File: src/bsls_params.svh
// Constants for the branch, skip and load sequencer
`ifndef BSLS_PARAMS_SVH
`define BSLS_PARAMS_SVH
// Status register bit positions
`define BSLS_SR_C 3'd0
`define BSLS_SR_Z 3'd1
`define BSLS_SR_N 3'd2
`define BSLS_SR_V 3'd3
`define BSLS_SR_S 3'd4
`define BSLS_SR_H 3'd5
`define BSLS_SR_T 3'd6
`define BSLS_SR_I 3'd7
// Cycle counts
`define BSLS_CYC_BR_NT   3'd1
`define BSLS_CYC_BR_T    3'd2
`define BSLS_CYC_SKIP_NO 3'd1
`define BSLS_CYC_SKIP_W1 3'd2
`define BSLS_CYC_SKIP_W2 3'd3
`define BSLS_CYC_IO_XTRA 3'd1
`define BSLS_CYC_LOAD_DIR 3'd2
`define BSLS_CYC_LOAD_INC 3'd1
`define BSLS_CYC_LOAD_DEC 3'd2
// Reset values
`define BSLS_PC_RST      16'h0000
`endif

File: src/bsls_pkg.sv
// Types for the branch, skip and load sequencer
package bsls_pkg;
   typedef enum logic [4:0] {
      BSLS_OP_NONE,
      BSLS_OP_COMPARE_SKIP_EQUAL,
      BSLS_OP_SKIP_REG_BIT_CLEAR,
      BSLS_OP_SKIP_REG_BIT_SET,
      BSLS_OP_SKIP_IO_BIT_CLEAR,
      BSLS_OP_SKIP_IO_BIT_SET,
      BSLS_OP_BRANCH_FLAG_ONE,
      BSLS_OP_BRANCH_FLAG_ZERO,
      BSLS_OP_BRANCH_SIGNED_GE,
      BSLS_OP_BRANCH_SIGNED_LT,
      BSLS_OP_BRANCH_CARRY_ZERO,
      BSLS_OP_BRANCH_CARRY_ONE,
      BSLS_OP_BRANCH_HALFCARRY_ONE,
      BSLS_OP_BRANCH_HALFCARRY_ZERO,
      BSLS_OP_BRANCH_USERBIT_ONE,
      BSLS_OP_BRANCH_USERBIT_ZERO,
      BSLS_OP_BRANCH_OVERFLOW_ONE,
      BSLS_OP_BRANCH_OVERFLOW_ZERO,
      BSLS_OP_BRANCH_IRQ_ENABLED,
      BSLS_OP_BRANCH_IRQ_DISABLED,
      BSLS_OP_LOAD_DIRECT,
      BSLS_OP_LOAD_INDIRECT_INC,
      BSLS_OP_LOAD_INDIRECT_DEC
   } bsls_op_t;

   // Decoded instruction as handed in by the fetch stage
   typedef struct packed {
      bsls_op_t    op;
      logic [15:0] pc;        // address of this instruction
      logic [7:0]  opa;       // Rd / Rr value or I/O register value
      logic [7:0]  opb;       // Rr value for compare
      logic [2:0]  bit_sel;   // bit number or status flag number
      logic signed [6:0] offset; // branch displacement in words
      logic        next_long; // following instruction is two words
      logic [15:0] addr;      // direct address or pointer value
      logic [4:0]  dest;      // destination register number
   } bsls_instr_t;

   // Load result written back to the register file
   typedef struct packed {
      logic        valid;
      logic [4:0]  dest;
      logic [7:0]  data;
      logic        ptr_we;
      logic [15:0] ptr;
   } bsls_wb_t;

   typedef enum logic [1:0] {
      BSLS_ST_IDLE,
      BSLS_ST_BUSY
   } bsls_state_t;

   // All state of the sequencer
   typedef struct packed {
      bsls_state_t state;
      logic [2:0]  cnt;
      logic        ready;
      logic        pc_valid;
      logic [15:0] pc;
      logic        mem_rd;
      logic [15:0] mem_addr;
      bsls_wb_t    wb;
      logic [4:0]  dest;
      logic        ptr_we;
      logic [15:0] ptr;
   } bsls_regs_t;
endpackage

File: src/bsls_sequencer.sv
// Branch, skip and load instruction sequencer of the 8-bit core
//
// Notes on behaviour
// RULE1 - Equal registers skip next instruction, 1/2/3 cycles
// RULE2 - Register bit clear/set skips, flags untouched
// RULE3 - I/O bit skips take one extra cycle
// RULE4 - Status-bit branch to pc plus offset plus one
// RULE5 - Signed ge/lt branch on N xor V
// RULE6 - Carry branches, including unsigned aliases
// RULE7 - Half-carry branch pair
// RULE8 - User transfer bit branch pair
// RULE9 - Overflow branch pair, 1 or 2 cycles
// RULE10 - Interrupt enable branch pair, same timing
// RULE11 - Direct load, 16-bit address, two cycles
// RULE12 - Post-increment load, pointer plus one, one cycle
// RULE13 - Pre-decrement load, pointer minus one first, two cycles
`timescale 1ns/1ps
`include "bsls_params.svh"

module bsls_sequencer (
   input  wire logic                 clk,
   input  wire logic                 reset_n,
   input  wire logic                 instr_valid,
   input  wire bsls_pkg::bsls_instr_t instr,
   input  wire logic [7:0]           status_register,
   input  wire logic [7:0]           mem_rdata,
   output logic                      ready,
   output logic                      pc_valid,
   output logic [15:0]               pc_next,
   output logic                      mem_rd,
   output logic [15:0]               mem_addr,
   output bsls_pkg::bsls_wb_t        wb
);
   import bsls_pkg::*;

   bsls_regs_t r_q;
   bsls_regs_t r_d;

   logic        cond;
   logic        is_skip;
   logic        is_io;
   logic        is_branch;
   logic [15:0] seq_pc;
   logic [15:0] skip_pc;
   logic [15:0] br_pc;
   logic [2:0]  cycles;

   // ==========================================================
   // Condition evaluation
   always_comb begin
      cond      = 1'b0;
      is_skip   = 1'b0;
      is_io     = 1'b0;
      is_branch = 1'b0;
      case (instr.op)
         BSLS_OP_COMPARE_SKIP_EQUAL: begin
            cond    = (instr.opa == instr.opb); // RULE1
            is_skip = 1'b1;
         end
         BSLS_OP_SKIP_REG_BIT_CLEAR: begin
            cond    = ~instr.opa[instr.bit_sel]; // RULE2
            is_skip = 1'b1;
         end
         BSLS_OP_SKIP_REG_BIT_SET: begin
            cond    = instr.opa[instr.bit_sel]; // RULE2
            is_skip = 1'b1;
         end
         BSLS_OP_SKIP_IO_BIT_CLEAR: begin
            cond    = ~instr.opa[instr.bit_sel]; // RULE3
            is_skip = 1'b1;
            is_io   = 1'b1;
         end
         BSLS_OP_SKIP_IO_BIT_SET: begin
            cond    = instr.opa[instr.bit_sel]; // RULE3
            is_skip = 1'b1;
            is_io   = 1'b1;
         end
         BSLS_OP_BRANCH_FLAG_ONE: begin
            cond      = status_register[instr.bit_sel]; // RULE4
            is_branch = 1'b1;
         end
         BSLS_OP_BRANCH_FLAG_ZERO: begin
            cond      = ~status_register[instr.bit_sel]; // RULE4
            is_branch = 1'b1;
         end
         BSLS_OP_BRANCH_SIGNED_GE: begin
            cond      = ~(status_register[`BSLS_SR_N] ^ status_register[`BSLS_SR_V]); // RULE5
            is_branch = 1'b1;
         end
         BSLS_OP_BRANCH_SIGNED_LT: begin
            cond      = status_register[`BSLS_SR_N] ^ status_register[`BSLS_SR_V]; // RULE5
            is_branch = 1'b1;
         end
         BSLS_OP_BRANCH_CARRY_ZERO: begin
            cond      = ~status_register[`BSLS_SR_C]; // RULE6
            is_branch = 1'b1;
         end
         BSLS_OP_BRANCH_CARRY_ONE: begin
            cond      = status_register[`BSLS_SR_C]; // RULE6
            is_branch = 1'b1;
         end
         BSLS_OP_BRANCH_HALFCARRY_ONE: begin
            cond      = status_register[`BSLS_SR_H]; // RULE7
            is_branch = 1'b1;
         end
         BSLS_OP_BRANCH_HALFCARRY_ZERO: begin
            cond      = ~status_register[`BSLS_SR_H]; // RULE7
            is_branch = 1'b1;
         end
         BSLS_OP_BRANCH_USERBIT_ONE: begin
            cond      = status_register[`BSLS_SR_T]; // RULE8
            is_branch = 1'b1;
         end
         BSLS_OP_BRANCH_USERBIT_ZERO: begin
            cond      = ~status_register[`BSLS_SR_T]; // RULE8
            is_branch = 1'b1;
         end
         BSLS_OP_BRANCH_OVERFLOW_ONE: begin
            cond      = status_register[`BSLS_SR_V]; // RULE9
            is_branch = 1'b1;
         end
         BSLS_OP_BRANCH_OVERFLOW_ZERO: begin
            cond      = ~status_register[`BSLS_SR_V]; // RULE9
            is_branch = 1'b1;
         end
         BSLS_OP_BRANCH_IRQ_ENABLED: begin
            cond      = status_register[`BSLS_SR_I]; // RULE10
            is_branch = 1'b1;
         end
         BSLS_OP_BRANCH_IRQ_DISABLED: begin
            cond      = ~status_register[`BSLS_SR_I]; // RULE10
            is_branch = 1'b1;
         end
         default: begin
            cond = 1'b0;
         end
      endcase
   end

   // ==========================================================
   // Target arithmetic; offset is sign-extended words
   assign seq_pc  = instr.pc + 16'h0001;
   assign skip_pc = instr.pc + (instr.next_long ? 16'h0003 : 16'h0002); // RULE1
   assign br_pc   = instr.pc + {{9{instr.offset[6]}}, instr.offset} + 16'h0001; // RULE4

   // Cycle count: skips add one per skipped word
   always_comb begin
      cycles = `BSLS_CYC_BR_NT;
      if (is_branch) begin
         cycles = cond ? `BSLS_CYC_BR_T : `BSLS_CYC_BR_NT; // RULE9
      end else if (is_skip) begin
         cycles = `BSLS_CYC_SKIP_NO; // RULE2
         if (cond) begin
            cycles = instr.next_long ? `BSLS_CYC_SKIP_W2 : `BSLS_CYC_SKIP_W1; // RULE1
         end
         if (is_io) begin
            cycles = cycles + `BSLS_CYC_IO_XTRA; // RULE3
         end
      end else if (instr.op == BSLS_OP_LOAD_DIRECT) begin
         cycles = `BSLS_CYC_LOAD_DIR; // RULE11
      end else if (instr.op == BSLS_OP_LOAD_INDIRECT_DEC) begin
         cycles = `BSLS_CYC_LOAD_DEC; // RULE13
      end else if (instr.op == BSLS_OP_LOAD_INDIRECT_INC) begin
         cycles = `BSLS_CYC_LOAD_INC; // RULE12
      end
   end

   // ==========================================================
   // Next-state logic; flags are never written here
   always_comb begin
      r_d          = r_q;
      r_d.pc_valid = 1'b0;
      r_d.mem_rd   = 1'b0;
      r_d.wb.valid = 1'b0;
      r_d.wb.ptr_we = 1'b0;
      case (r_q.state)
         BSLS_ST_IDLE: begin
            if (instr_valid && instr.op != BSLS_OP_NONE) begin
               r_d.ready  = 1'b0;
               r_d.cnt    = cycles - 3'd1;
               r_d.state  = BSLS_ST_BUSY;
               r_d.pc     = seq_pc;
               r_d.dest   = instr.dest;
               r_d.ptr_we = 1'b0;
               if ((is_branch || is_skip) && cond) begin
                  r_d.pc = is_branch ? br_pc : skip_pc; // RULE4
               end
               case (instr.op)
                  BSLS_OP_LOAD_DIRECT: begin
                     r_d.mem_rd   = 1'b1;
                     r_d.mem_addr = instr.addr; // RULE11
                  end
                  BSLS_OP_LOAD_INDIRECT_INC: begin
                     r_d.mem_rd   = 1'b1;
                     r_d.mem_addr = instr.addr; // RULE12
                     r_d.ptr      = instr.addr + 16'h0001; // RULE12
                     r_d.ptr_we   = 1'b1;
                  end
                  BSLS_OP_LOAD_INDIRECT_DEC: begin
                     r_d.mem_rd   = 1'b1;
                     r_d.mem_addr = instr.addr - 16'h0001; // RULE13
                     r_d.ptr      = instr.addr - 16'h0001; // RULE13
                     r_d.ptr_we   = 1'b1;
                  end
                  default: begin
                     r_d.mem_rd = 1'b0;
                  end
               endcase
               // Single-cycle ops finish at once
               if (cycles == 3'd1) begin
                  r_d.state    = BSLS_ST_IDLE;
                  r_d.ready    = 1'b1;
                  r_d.pc_valid = 1'b1;
               end
            end
         end
         BSLS_ST_BUSY: begin
            if (r_q.cnt <= 3'd1) begin
               r_d.state    = BSLS_ST_IDLE;
               r_d.ready    = 1'b1;
               r_d.pc_valid = 1'b1;
            end else begin
               r_d.cnt = r_q.cnt - 3'd1;
            end
         end
         default: begin
            r_d.state = BSLS_ST_IDLE;
            r_d.ready = 1'b1;
         end
      endcase
      // Memory answers in the read strobe cycle; write-back lands one cycle later
      if (r_q.mem_rd) begin
         r_d.wb.valid  = 1'b1;
         r_d.wb.dest   = r_q.dest;
         r_d.wb.data   = mem_rdata;
         r_d.wb.ptr_we = r_q.ptr_we;
         r_d.wb.ptr    = r_q.ptr;
      end
   end

   // ==========================================================
   // State register, synchronous reset
   always_ff @(posedge clk) begin
      if (!reset_n) begin
         r_q          <= '0;
         r_q.state    <= BSLS_ST_IDLE;
         r_q.ready    <= 1'b1;
         r_q.pc       <= `BSLS_PC_RST;
      end else begin
         r_q <= r_d;
      end
   end

   assign ready    = r_q.ready;
   assign pc_valid = r_q.pc_valid;
   assign pc_next  = r_q.pc;
   assign mem_rd   = r_q.mem_rd;
   assign mem_addr = r_q.mem_addr;
   assign wb       = r_q.wb;
endmodule

File: config.mk
export PLATFORM = sky130hd
export DESIGN_NAME = bsls_sequencer
export DESIGN_NICKNAME = d
export VERILOG_FILES = /design/src/bsls_pkg.sv /design/src/bsls_sequencer.sv
export VERILOG_INCLUDE_DIRS = /design/src
export SDC_FILE = /design/constraint.sdc
export NUM_CORES = 1
export LEC_CHECK = 0
export ABC_AREA = 1
export CAP_MARGIN = 20
export CORE_UTILIZATION = 35
export DETAILED_ROUTE_END_ITERATION = 7
export DONT_BUFFER_PORTS = 1
export PLACE_DENSITY = 0.54
export RECOVER_POWER = 100
export SYNTH_ARGS = -nofsm -noshare
export SYNTH_HDL_FRONTEND = slang
export SYNTH_SLANG_ARGS = --single-unit
export TNS_END_PERCENT = 20
File: constraint.sdc
create_clock -name clk -period 5.6 [get_ports clk]
set_clock_uncertainty 0.1 [all_clocks]
set_input_delay 0.84 -clock clk [delete_from_list [all_inputs] [get_ports clk]]
set_output_delay 0.84 -clock clk [all_outputs]
set_load 0.005 [all_outputs]
Word-level counts from Yosys, hierarchy flattened --
Cells that the tools add are included.
Storage, ports and cells: flip-flop bits (word level) 93, bits in latches 0, memory bits (writable) 0, bits in read-only memories 0, input bits 88, output and inout port bits 66, memories 0
Operators by class: add/sub/neg operators 9, multiply operators 0, divide/modulo/power cells 0, order comparisons 2, equal/unequal tests 28, shift operators 0, multiplexer cells 35, bitwise operators 9, reductions and logical operators 22
Operators by type and width (number):
- adder 16 x 1 -> 16 bit, second input constant | 3
- == test 5 x 4 -> 1 bit, second input constant | 8
- 2-to-1 mux 40 bit | 1
- == test 5 bit, second input constant | 7
- one-hot mux 17 bit (2 select lines) | 1
- 2-to-1 mux 16 bit | 2
- one-hot mux 16 bit (2 select lines) | 1
- 2-to-1 mux 31 bit | 1
- == test 5 x 3 -> 1 bit, second input constant | 4
- 2-to-1 mux 3 bit | 6
- one-hot mux 1 bit (17 select lines) | 1
- adder 16 bit | 1
- adder 16 x 2 -> 16 bit | 1
- subtractor 16 x 1 -> 16 bit, second input constant | 1
- 2-to-1 mux 2 bit | 7
- OR reduction 14 bit | 1
- AND reduction 3 bit | 4
- == test 5 x 2 -> 1 bit, second input constant | 2
- 2-to-1 mux 1 bit | 9
- == test 8 bit | 1
- inverter 1 bit | 8
- OR reduction 2 bit | 4
- binary-select mux 1 bit (select 3 bit) | 2
- != test 2 bit, second input constant | 3
- other kinds (19) | 26

Logic depth before layout (Yosys ltp) --
Gate-level depths: netlist (run 1).
depth after elaboration 15, gate-level depth with buffers 20

Worst setup path after synthesis (run 1) --
Ideal clock, no wire load.
kind input to register, from input port instr[65] in the netlist's numbering, to register r_q[90] in the netlist's numbering, setup time 0.132 ns, data arrival time 2.568 ns, data required time 5.368 ns, slack 2.800 ns, stages on the path 17, buffers on the path 3, cell sequence buf_4 -> nand2_1 -> o21ai_1 -> or2_1 -> nand3_1 -> nand3_1 -> nor2_2 -> nand2_2 -> buf_6 -> buf_6 -> o2111ai_1 -> ha_1 -> nand3_1 -> nand2_1 -> o21ai_1 -> nand2_1 -> a21oi_1
On the way: cells in the longest elaborated chain, start to end 13, elaborated cells on any way between the ends 47, classes of those cells add/sub: 2; eq/ne: 22; mux: 15; reduce/logical: 8
RTL lines:
- start: declaration | RTL line bsls_sequencer.sv:24 | input wire bsls_pkg::bsls_instr_t instr,
- == test 5 x 3 -> 1 bit or == test 5 x 2 -> 1 bit (tied branches) | RTL line bsls_sequencer.sv:55 | case (instr.op)
- OR reduction 2 bit (no line)
- one-hot mux 1 bit (17 select lines) | RTL line bsls_sequencer.sv:55
- 2-to-1 mux 2 bit | RTL line bsls_sequencer.sv:153 | if (cond) begin
- 2-to-1 mux 3 bit | RTL line bsls_sequencer.sv:151 | end else if (is_skip) begin
- 2-to-1 mux 3 bit | RTL line bsls_sequencer.sv:149 | if (is_branch) begin
- adder 3 x 1 -> 3 bit (no line)
- 2-to-1 mux 3 bit | RTL line bsls_sequencer.sv:156 | if (is_io) begin
- 2-to-1 mux 3 bit | RTL line bsls_sequencer.sv:151
- 2-to-1 mux 3 bit | RTL line bsls_sequencer.sv:149
- subtractor 3 x 1 -> 3 bit | RTL line bsls_sequencer.sv:180 | r_d.cnt = cycles - 3'd1;
- 2-to-1 mux 40 bit | RTL line bsls_sequencer.sv:178 | if (instr_valid && instr.op != BSLS_OP_NONE) begin
- one-hot mux 3 bit (2 select lines) | RTL line bsls_sequencer.sv:176 | case (r_q.state)
- end signal: assignment | RTL line bsls_sequencer.sv:250 | r_q <= r_d;
- end: declaration | RTL line bsls_sequencer.sv:36 | bsls_regs_t r_q;
Parallel ways exist; a longest one is shown, timed or not. The select of a mux whose other input is x is not followed. A chain may end at the register's enable or synchronous reset.

Worst setup path in the final report (run 1) --
from input port instr[67] in the netlist's numbering, to register r_q[90] in the netlist's numbering
The elaborated chain is that of the path after synthesis.

==> results.cfg, run 1 <==
[drt]
drtIter0Drc = 309
vias = 6266
dr.pass1.iters = 5
drcViolationCount = 0
drtAntennaViolNets = 0
viasPerCell = 5.00
wl_per_cell_um = 15.2
routed_wl_um = 19000

[clocking]
root_buffer = clkbuf_16
clock_path_buffers = 2
cts_sinks = 92
hold_buffers = 0
cts_inserted_buffers = 9
clk_pin_slew_ns = 0.07
clk_latency_ns = 0.35
cts_resized = 0
cts_tree = built
htree_levels = 3
post_cts_buffers = 0

[critical_path]
reg2regPathDepth = 7
critPathCaptureType = flop
crit_required_ns = 5.77
critPathKind = input pin to flop
critPathArrivalTime_ns = 3.94
critPathMaxFanout = 31
worstSetupStartpointType = input pin

[sta]
max_slew_margin_pct = -3.90
setup_violations = 0
grt_setup_unrepaired = no
report.final.hold_viol_count = 0
setup_tns_ns = 0
post-route-period-util_pct = 67.3
worst_pin_slew_ns = 1.56
period_minus_slack_ns = 3.77
slew_violations = 38
clock.fmax_mhz = 265

[placement]
portBuffers = 0
place_hpwl_um = 14500
dp_cells = 1236
gp_congestion = 0.845

[layout]
final_util_pct = 36.4
fin_nets = 1101
synthToLayoutAreaGrowth_pct = 0.308
nFillCells = 2133
drive_above_1_share_pct = 4.84
final_cells = 1252
diodes = 0

[yosys]
synthArstFlopShare_pct = 0
synth-seq-cells = 92
synth_area_um2 = 6900
synth_top_area_share_pct = 26.7
synth-seq-area-share_pct = 26.7
synth_warnings = 0
yosysTopAreaCell = dfxtp_1
netlist-cell-type-count = 47
synthFlopType = dfxtp_1
synth_nets = 1187
syn_avg_cell_area_um2 = 6.43
synth_edf_count = 0
synthTopCellsByArea = dfxtp_1, nand2_1, o21ai_0
syn_inst = 1073

[run_status]
violations = max-capacitance violations, max-slew violations
status = finished, violations left

[die]
io_pins = 154
fp.dieW_um = 142
die-area_um2 = 20300
core_area_um2 = 19000
row_count = 50
initial_core_util_pct = 36.3
die_y_um = 142

[global_routing]
grt_pass1_wl_um = 30200
grt_util_all_layers_pct = 18.9
grt_pass1_vias = 5788
grt.overflow.total = 0
grt_max_degree = 75
grt_antenna_before_repair = 0

[worst_hold_path]
hp-class = flop to flop
whs_path_depth = 2

[job]
drv_cap = 1

[power_and_ir_drop]
ir_worst_vdd_uv = 181
cellLeakagePower_nw = 3.19
power_density_nw_per_um2 = 250
## kinds of logic (layout without fill, tap and decap cells)
group | Yosys count | after routing | synth area share, %
flip-flops | 92 | 92 | 26.7
XOR/XNOR | 30 | 30 | 3.81
adder cells (fa/ha/maj) | 26 | 26 | 4.83
AND/OR/NAND/NOR | 434 | 434 | 27.2
buffers and inverters | 244 | 163 | 17.5
AO/OA/AOI/OAI | 247 | 247 | 20.0
## power breakdown
part | leakage [nW] | internal (mW) | switching [mW]
sequential | 0.749 | 0.686 | 0.0257
clock | 0.165 | 0.441 | 0.271
combinational | 2.28 | 0.107 | 0.196
total | 3.19 | 1.23 | 0.493
## final timing paths
path	startpoint	to	slack (ns)
worst max register to register	r_q[91]$_SDFFE_PN0P_	r_q[10]$_SDFFE_PN0P_	2.34
worst min register to register	r_q[20]$_SDFFE_PN0P_	wb[28]$_SDFFE_PN0P_	0.35
worst max-delay path	instr[67]	r_q[90]$_SDFFE_PN0P_	1.83
worst min-delay path	r_q[20]$_SDFFE_PN0P_	wb[28]$_SDFFE_PN0P_	0.35
## placed cells by master, fill, tap and decap left out, types with 6 or more instances in the layout
cell type and instances:
nand4_1 10, nand3_1 72, clkbuf_16 9, a21oi_1 79
nand2_1 205, nor3_1 10, ha_1 25, inv_1 138
nor2_2 13, dfxtp_1 92, xnor2_1 10, o211ai_1 20
o21ai_1 8, xor2_1 20, o21bai_1 6, o21ai_0 105
a31oi_1 14, nor2_1 108
## registers in the layout (all words and copies together) (netlist names)
register  cells
r_q          26
mem_addr     16
wb           31
pc_valid      1
ready         1
pc_next      16
mem_rd        1
## synthesized netlist by cell type (all sizes together), types with 2 or more instances
library cell  count
nand2           206
inv             142
nor2            122
o21ai           114
dfxtp            92
buf              83
a21oi            79
nand3            75
ha               25
o211ai           23
xor2             20
clkbuf           18
a31oi            14
nor3             13
nand4            10
xnor2            10
o21bai            6
o31ai             3
or2               3
nand3b            2
o2111ai           2
o21a              2
## through the flow
step                instance area [um^2]  hold WS (ns)  worst slack, ns  power (mW)
floorplan                           6900         0.308             2.80        1.00
global placement                    6590         0.340             2.19        1.03
detailed placement                  6590         0.346             2.15        1.03
CTS                                 6930         0.355             2.53        1.75
global route                        6920         0.388             1.49        1.82
finish                              6920         0.354             1.83        1.73
## worst max-delay path, stage by stage
cell and delay, ns:
nor2_1 0.27, nand2_1 0.09, nor2_1 0.15, nand3_1 0.09
nand3_1 0.07, nor2_1 0.06, nand2_1 0.82, inv_1 0.44
nand3_1 0.16, o2111ai_1 0.15, ha_1 0.28, nand3_1 0.08
nand2_1 0.06, o21ai_0 0.19, nand2_1 0.06, a21oi_1 0.12
## cell type report
cell class	instances	area, um^2	share of cell area [%]
multi-input combinational	737	3840	55.6
sequential	92	1840	26.6
inverter	143	537	7.76
tap	260	325	4.70
clock buffer	10	229	3.31
clock inverter	6	118	1.70
timing repair buffer	4	22.5	0.326
## per-layer routing
| metal | GRT usage [%] | up-vias | routed length [um] |
|---|---|---|---|
| met5 | 0 | - | 0 |
| li1 | - | 3269 | - |
| met1 | 24.8 | 2846 | 9130 |
| met4 | 2.72 | 0 | 104 |
| met3 | 6.73 | 8 | 1510 |
| met2 | 30.2 | 143 | 8290 |
Power figures use the tool's default switching activity.
==> inputs of run 2 (changes only) <==
PLACE_DENSITY = 0.56   (was 0.54)
clock period = 3.3 ns   (was 5.6 ns; I/O delays follow)
==> run 2 against run 1 <==
The run now ends clean. Final cell count hardly changed. Power is 61% higher. Sequential power is 70% higher. Clock-buffer cell count is 1 lower. Worst setup slack worse by 1.1 ns. Routed wire length is 1.1% lower. Non-clock buffer count is 2 higher. Cell area is 0.78% lower. Via count is 0.19% higher.
==> results.cfg, run 2 (same netlist as run 1, synthesis figures left out) <==
[run_status]
status = complete, no violations

[critical_path]
critPathMaxFanout = 10
critPathArrivalTime_ns = 2.70
critPathKind = input pin to flop
worstSetupStartpointType = input pin
slowest_delay_ns = 0.27
crit_required_ns = 3.47
path_cells = nor2_1 > nand2_1 > nor2_1 > nand3_1 > nand3_1 > nor2_2 > nand2_1 > inv_1 > nand3_1 > o2111ai_1 > ha_1 > nand3_1 > nand2_1 > o21ai_0 > nand2_1 > a21oi_1
critPathCaptureType = flop
crit_slowest_cell = nor2_1
r2r_setup_slack_ns = 1.18
reg2regPathDepth = 6

[clocking]
cts_resized = 0
clk_pin_slew_ns = 0.06
hold_buffers = 0
cts_inserted_buffers = 9
htree_levels = 3
clk_latency_ns = 0.35
cts_sinks = 92
clock_path_buffers = 2
root_buffer = clkbuf_16
cts_tree = built
post_cts_buffers = 0

[placement]
place_hpwl_um = 14400
placed_cell_area_um2 = 6600
gp_congestion = 0.864
portBuffers = 0
dp_cells = 1238

[layout]
diodes = 0
multi_input_area_um2 = 3820
layout_common_cells = nand2_1, inv_1, nor2_1
synthToLayoutAreaGrowth_pct = -0.472
final_common_cell = nand2_1
seqCellArea_um2 = 1840
largest_reg_flops = 31
drive_above_1_share_pct = 4.53
final_cells = 1253
fin_nets = 1103
nFillCells = 2121
design_area_um2 = 6860

[global_routing]
grt_util_all_layers_pct = 18.9
grt.overflow.total = 0
grt_max_degree = 75
grt_antenna_before_repair = 0
grt_pass1_vias = 5695
grt_pass1_wl_um = 30100

[drt]
drtAntennaViolNets = 0
routed_wl_um = 18800
viasPerCell = 5.01
dr.pass1.iters = 4
vias = 6278
drtIter0Drc = 353
drcViolationCount = 0
wl_per_cell_um = 15.0

[die]
fp.dieW_um = 142
io_pins = 154
row_count = 50
initial_core_util_pct = 36.3
core_area_um2 = 19000
die-area_um2 = 20300
die_y_um = 142

[sta]
max_slew_margin_pct = 33.9
report.final.hold_viol_count = 0
grt_setup_unrepaired = no
period_minus_slack_ns = 2.53
post-route-period-util_pct = 76.7
setup_violations = 0
worst_pin_slew_ns = 0.991
slew_violations = 0
clock.fmax_mhz = 395
setup_tns_ns = 0

[job]
drv_cap = 0

[power_and_ir_drop]
cellLeakagePower_nw = 3.18
ir_worst_vdd_uv = 244
power_density_nw_per_um2 = 405

[worst_hold_path]
whs_path_depth = 2
hp-class = input pin to flop
run 2: cell count changes in the layout (fill, tap and decap cells not counted), sizes merged:
cell | before | now
buf | 2 | 5
bufinv | 3 | 1
clkbuf | 12 | 10
clkinv | 1 | 2
clkinvlp | 1 | 2
run 2: stage by stage:
| step | worst slack [ns] | util, % | hold slack, ns | power (mW) |
|---|---|---|---|---|
| 2_1_floorplan | 0.845 | - | 0.308 | 1.70 |
| 3_3_place_gp | 0.634 | 34.7 | 0.338 | 1.75 |
| 3_5_place_dp | 0.633 | 34.7 | 0.344 | 1.75 |
| 4_1_cts | 0.981 | 36.3 | 0.151 | 2.82 |
| 5_1_grt | 0.374 | 36.1 | 0.154 | 2.95 |
| 6_report | 0.768 | 36.1 | 0.184 | 2.78 |
run 2: where the power goes:
part / internal [mW] / switching, mW / total, mW / leakage (nW)
Clock: 0.592 / 0.471 / 1.06 / 0.140
Sequential: 1.16 / 0.0454 / 1.21 / 0.749
Combinational: 0.181 / 0.324 / 0.505 / 2.29
run 2: worst paths after layout:
kind                             start                    to
setup reg to reg  r_q[91]$_SDFFE_PN0P_  r_q[14]$_SDFFE_PN0P_
setup / recovery             instr[67]  r_q[90]$_SDFFE_PN0P_
hold / removal            mem_rdata[1]   wb[18]$_SDFFE_PN0P_
hold reg to reg   r_q[19]$_SDFFE_PN0P_   wb[27]$_SDFFE_PN0P_
run 2: area by class of cell:
class                           count  share of cell area, %
Timing Repair Buffer                6                  0.602
Sequential cell                    92                   26.8
Tap cell                          260                   4.74
Clock buffer                        9                   3.28
Multi-Input combinational cell    737                   55.7
Inverter                          143                   7.82
Clock inverter                      6                   1.08
run 2: worst max-delay path, delay by kind of cell:
kind,cells,cell delay [ns]
fa+ha+maj,1,0.26
simple gates,11,1.29
buf+inv,1,0.25
compound gates,3,0.41
run 2: routing by layer:
layer  wire length (um)  part of all wire, %  GRT usage, %
met5                  0                    0             0
met4                249                  1.3          5.32
met3               1670                  8.9          7.10
met2               7970                   42          29.3
met1               8930                   47          24.4
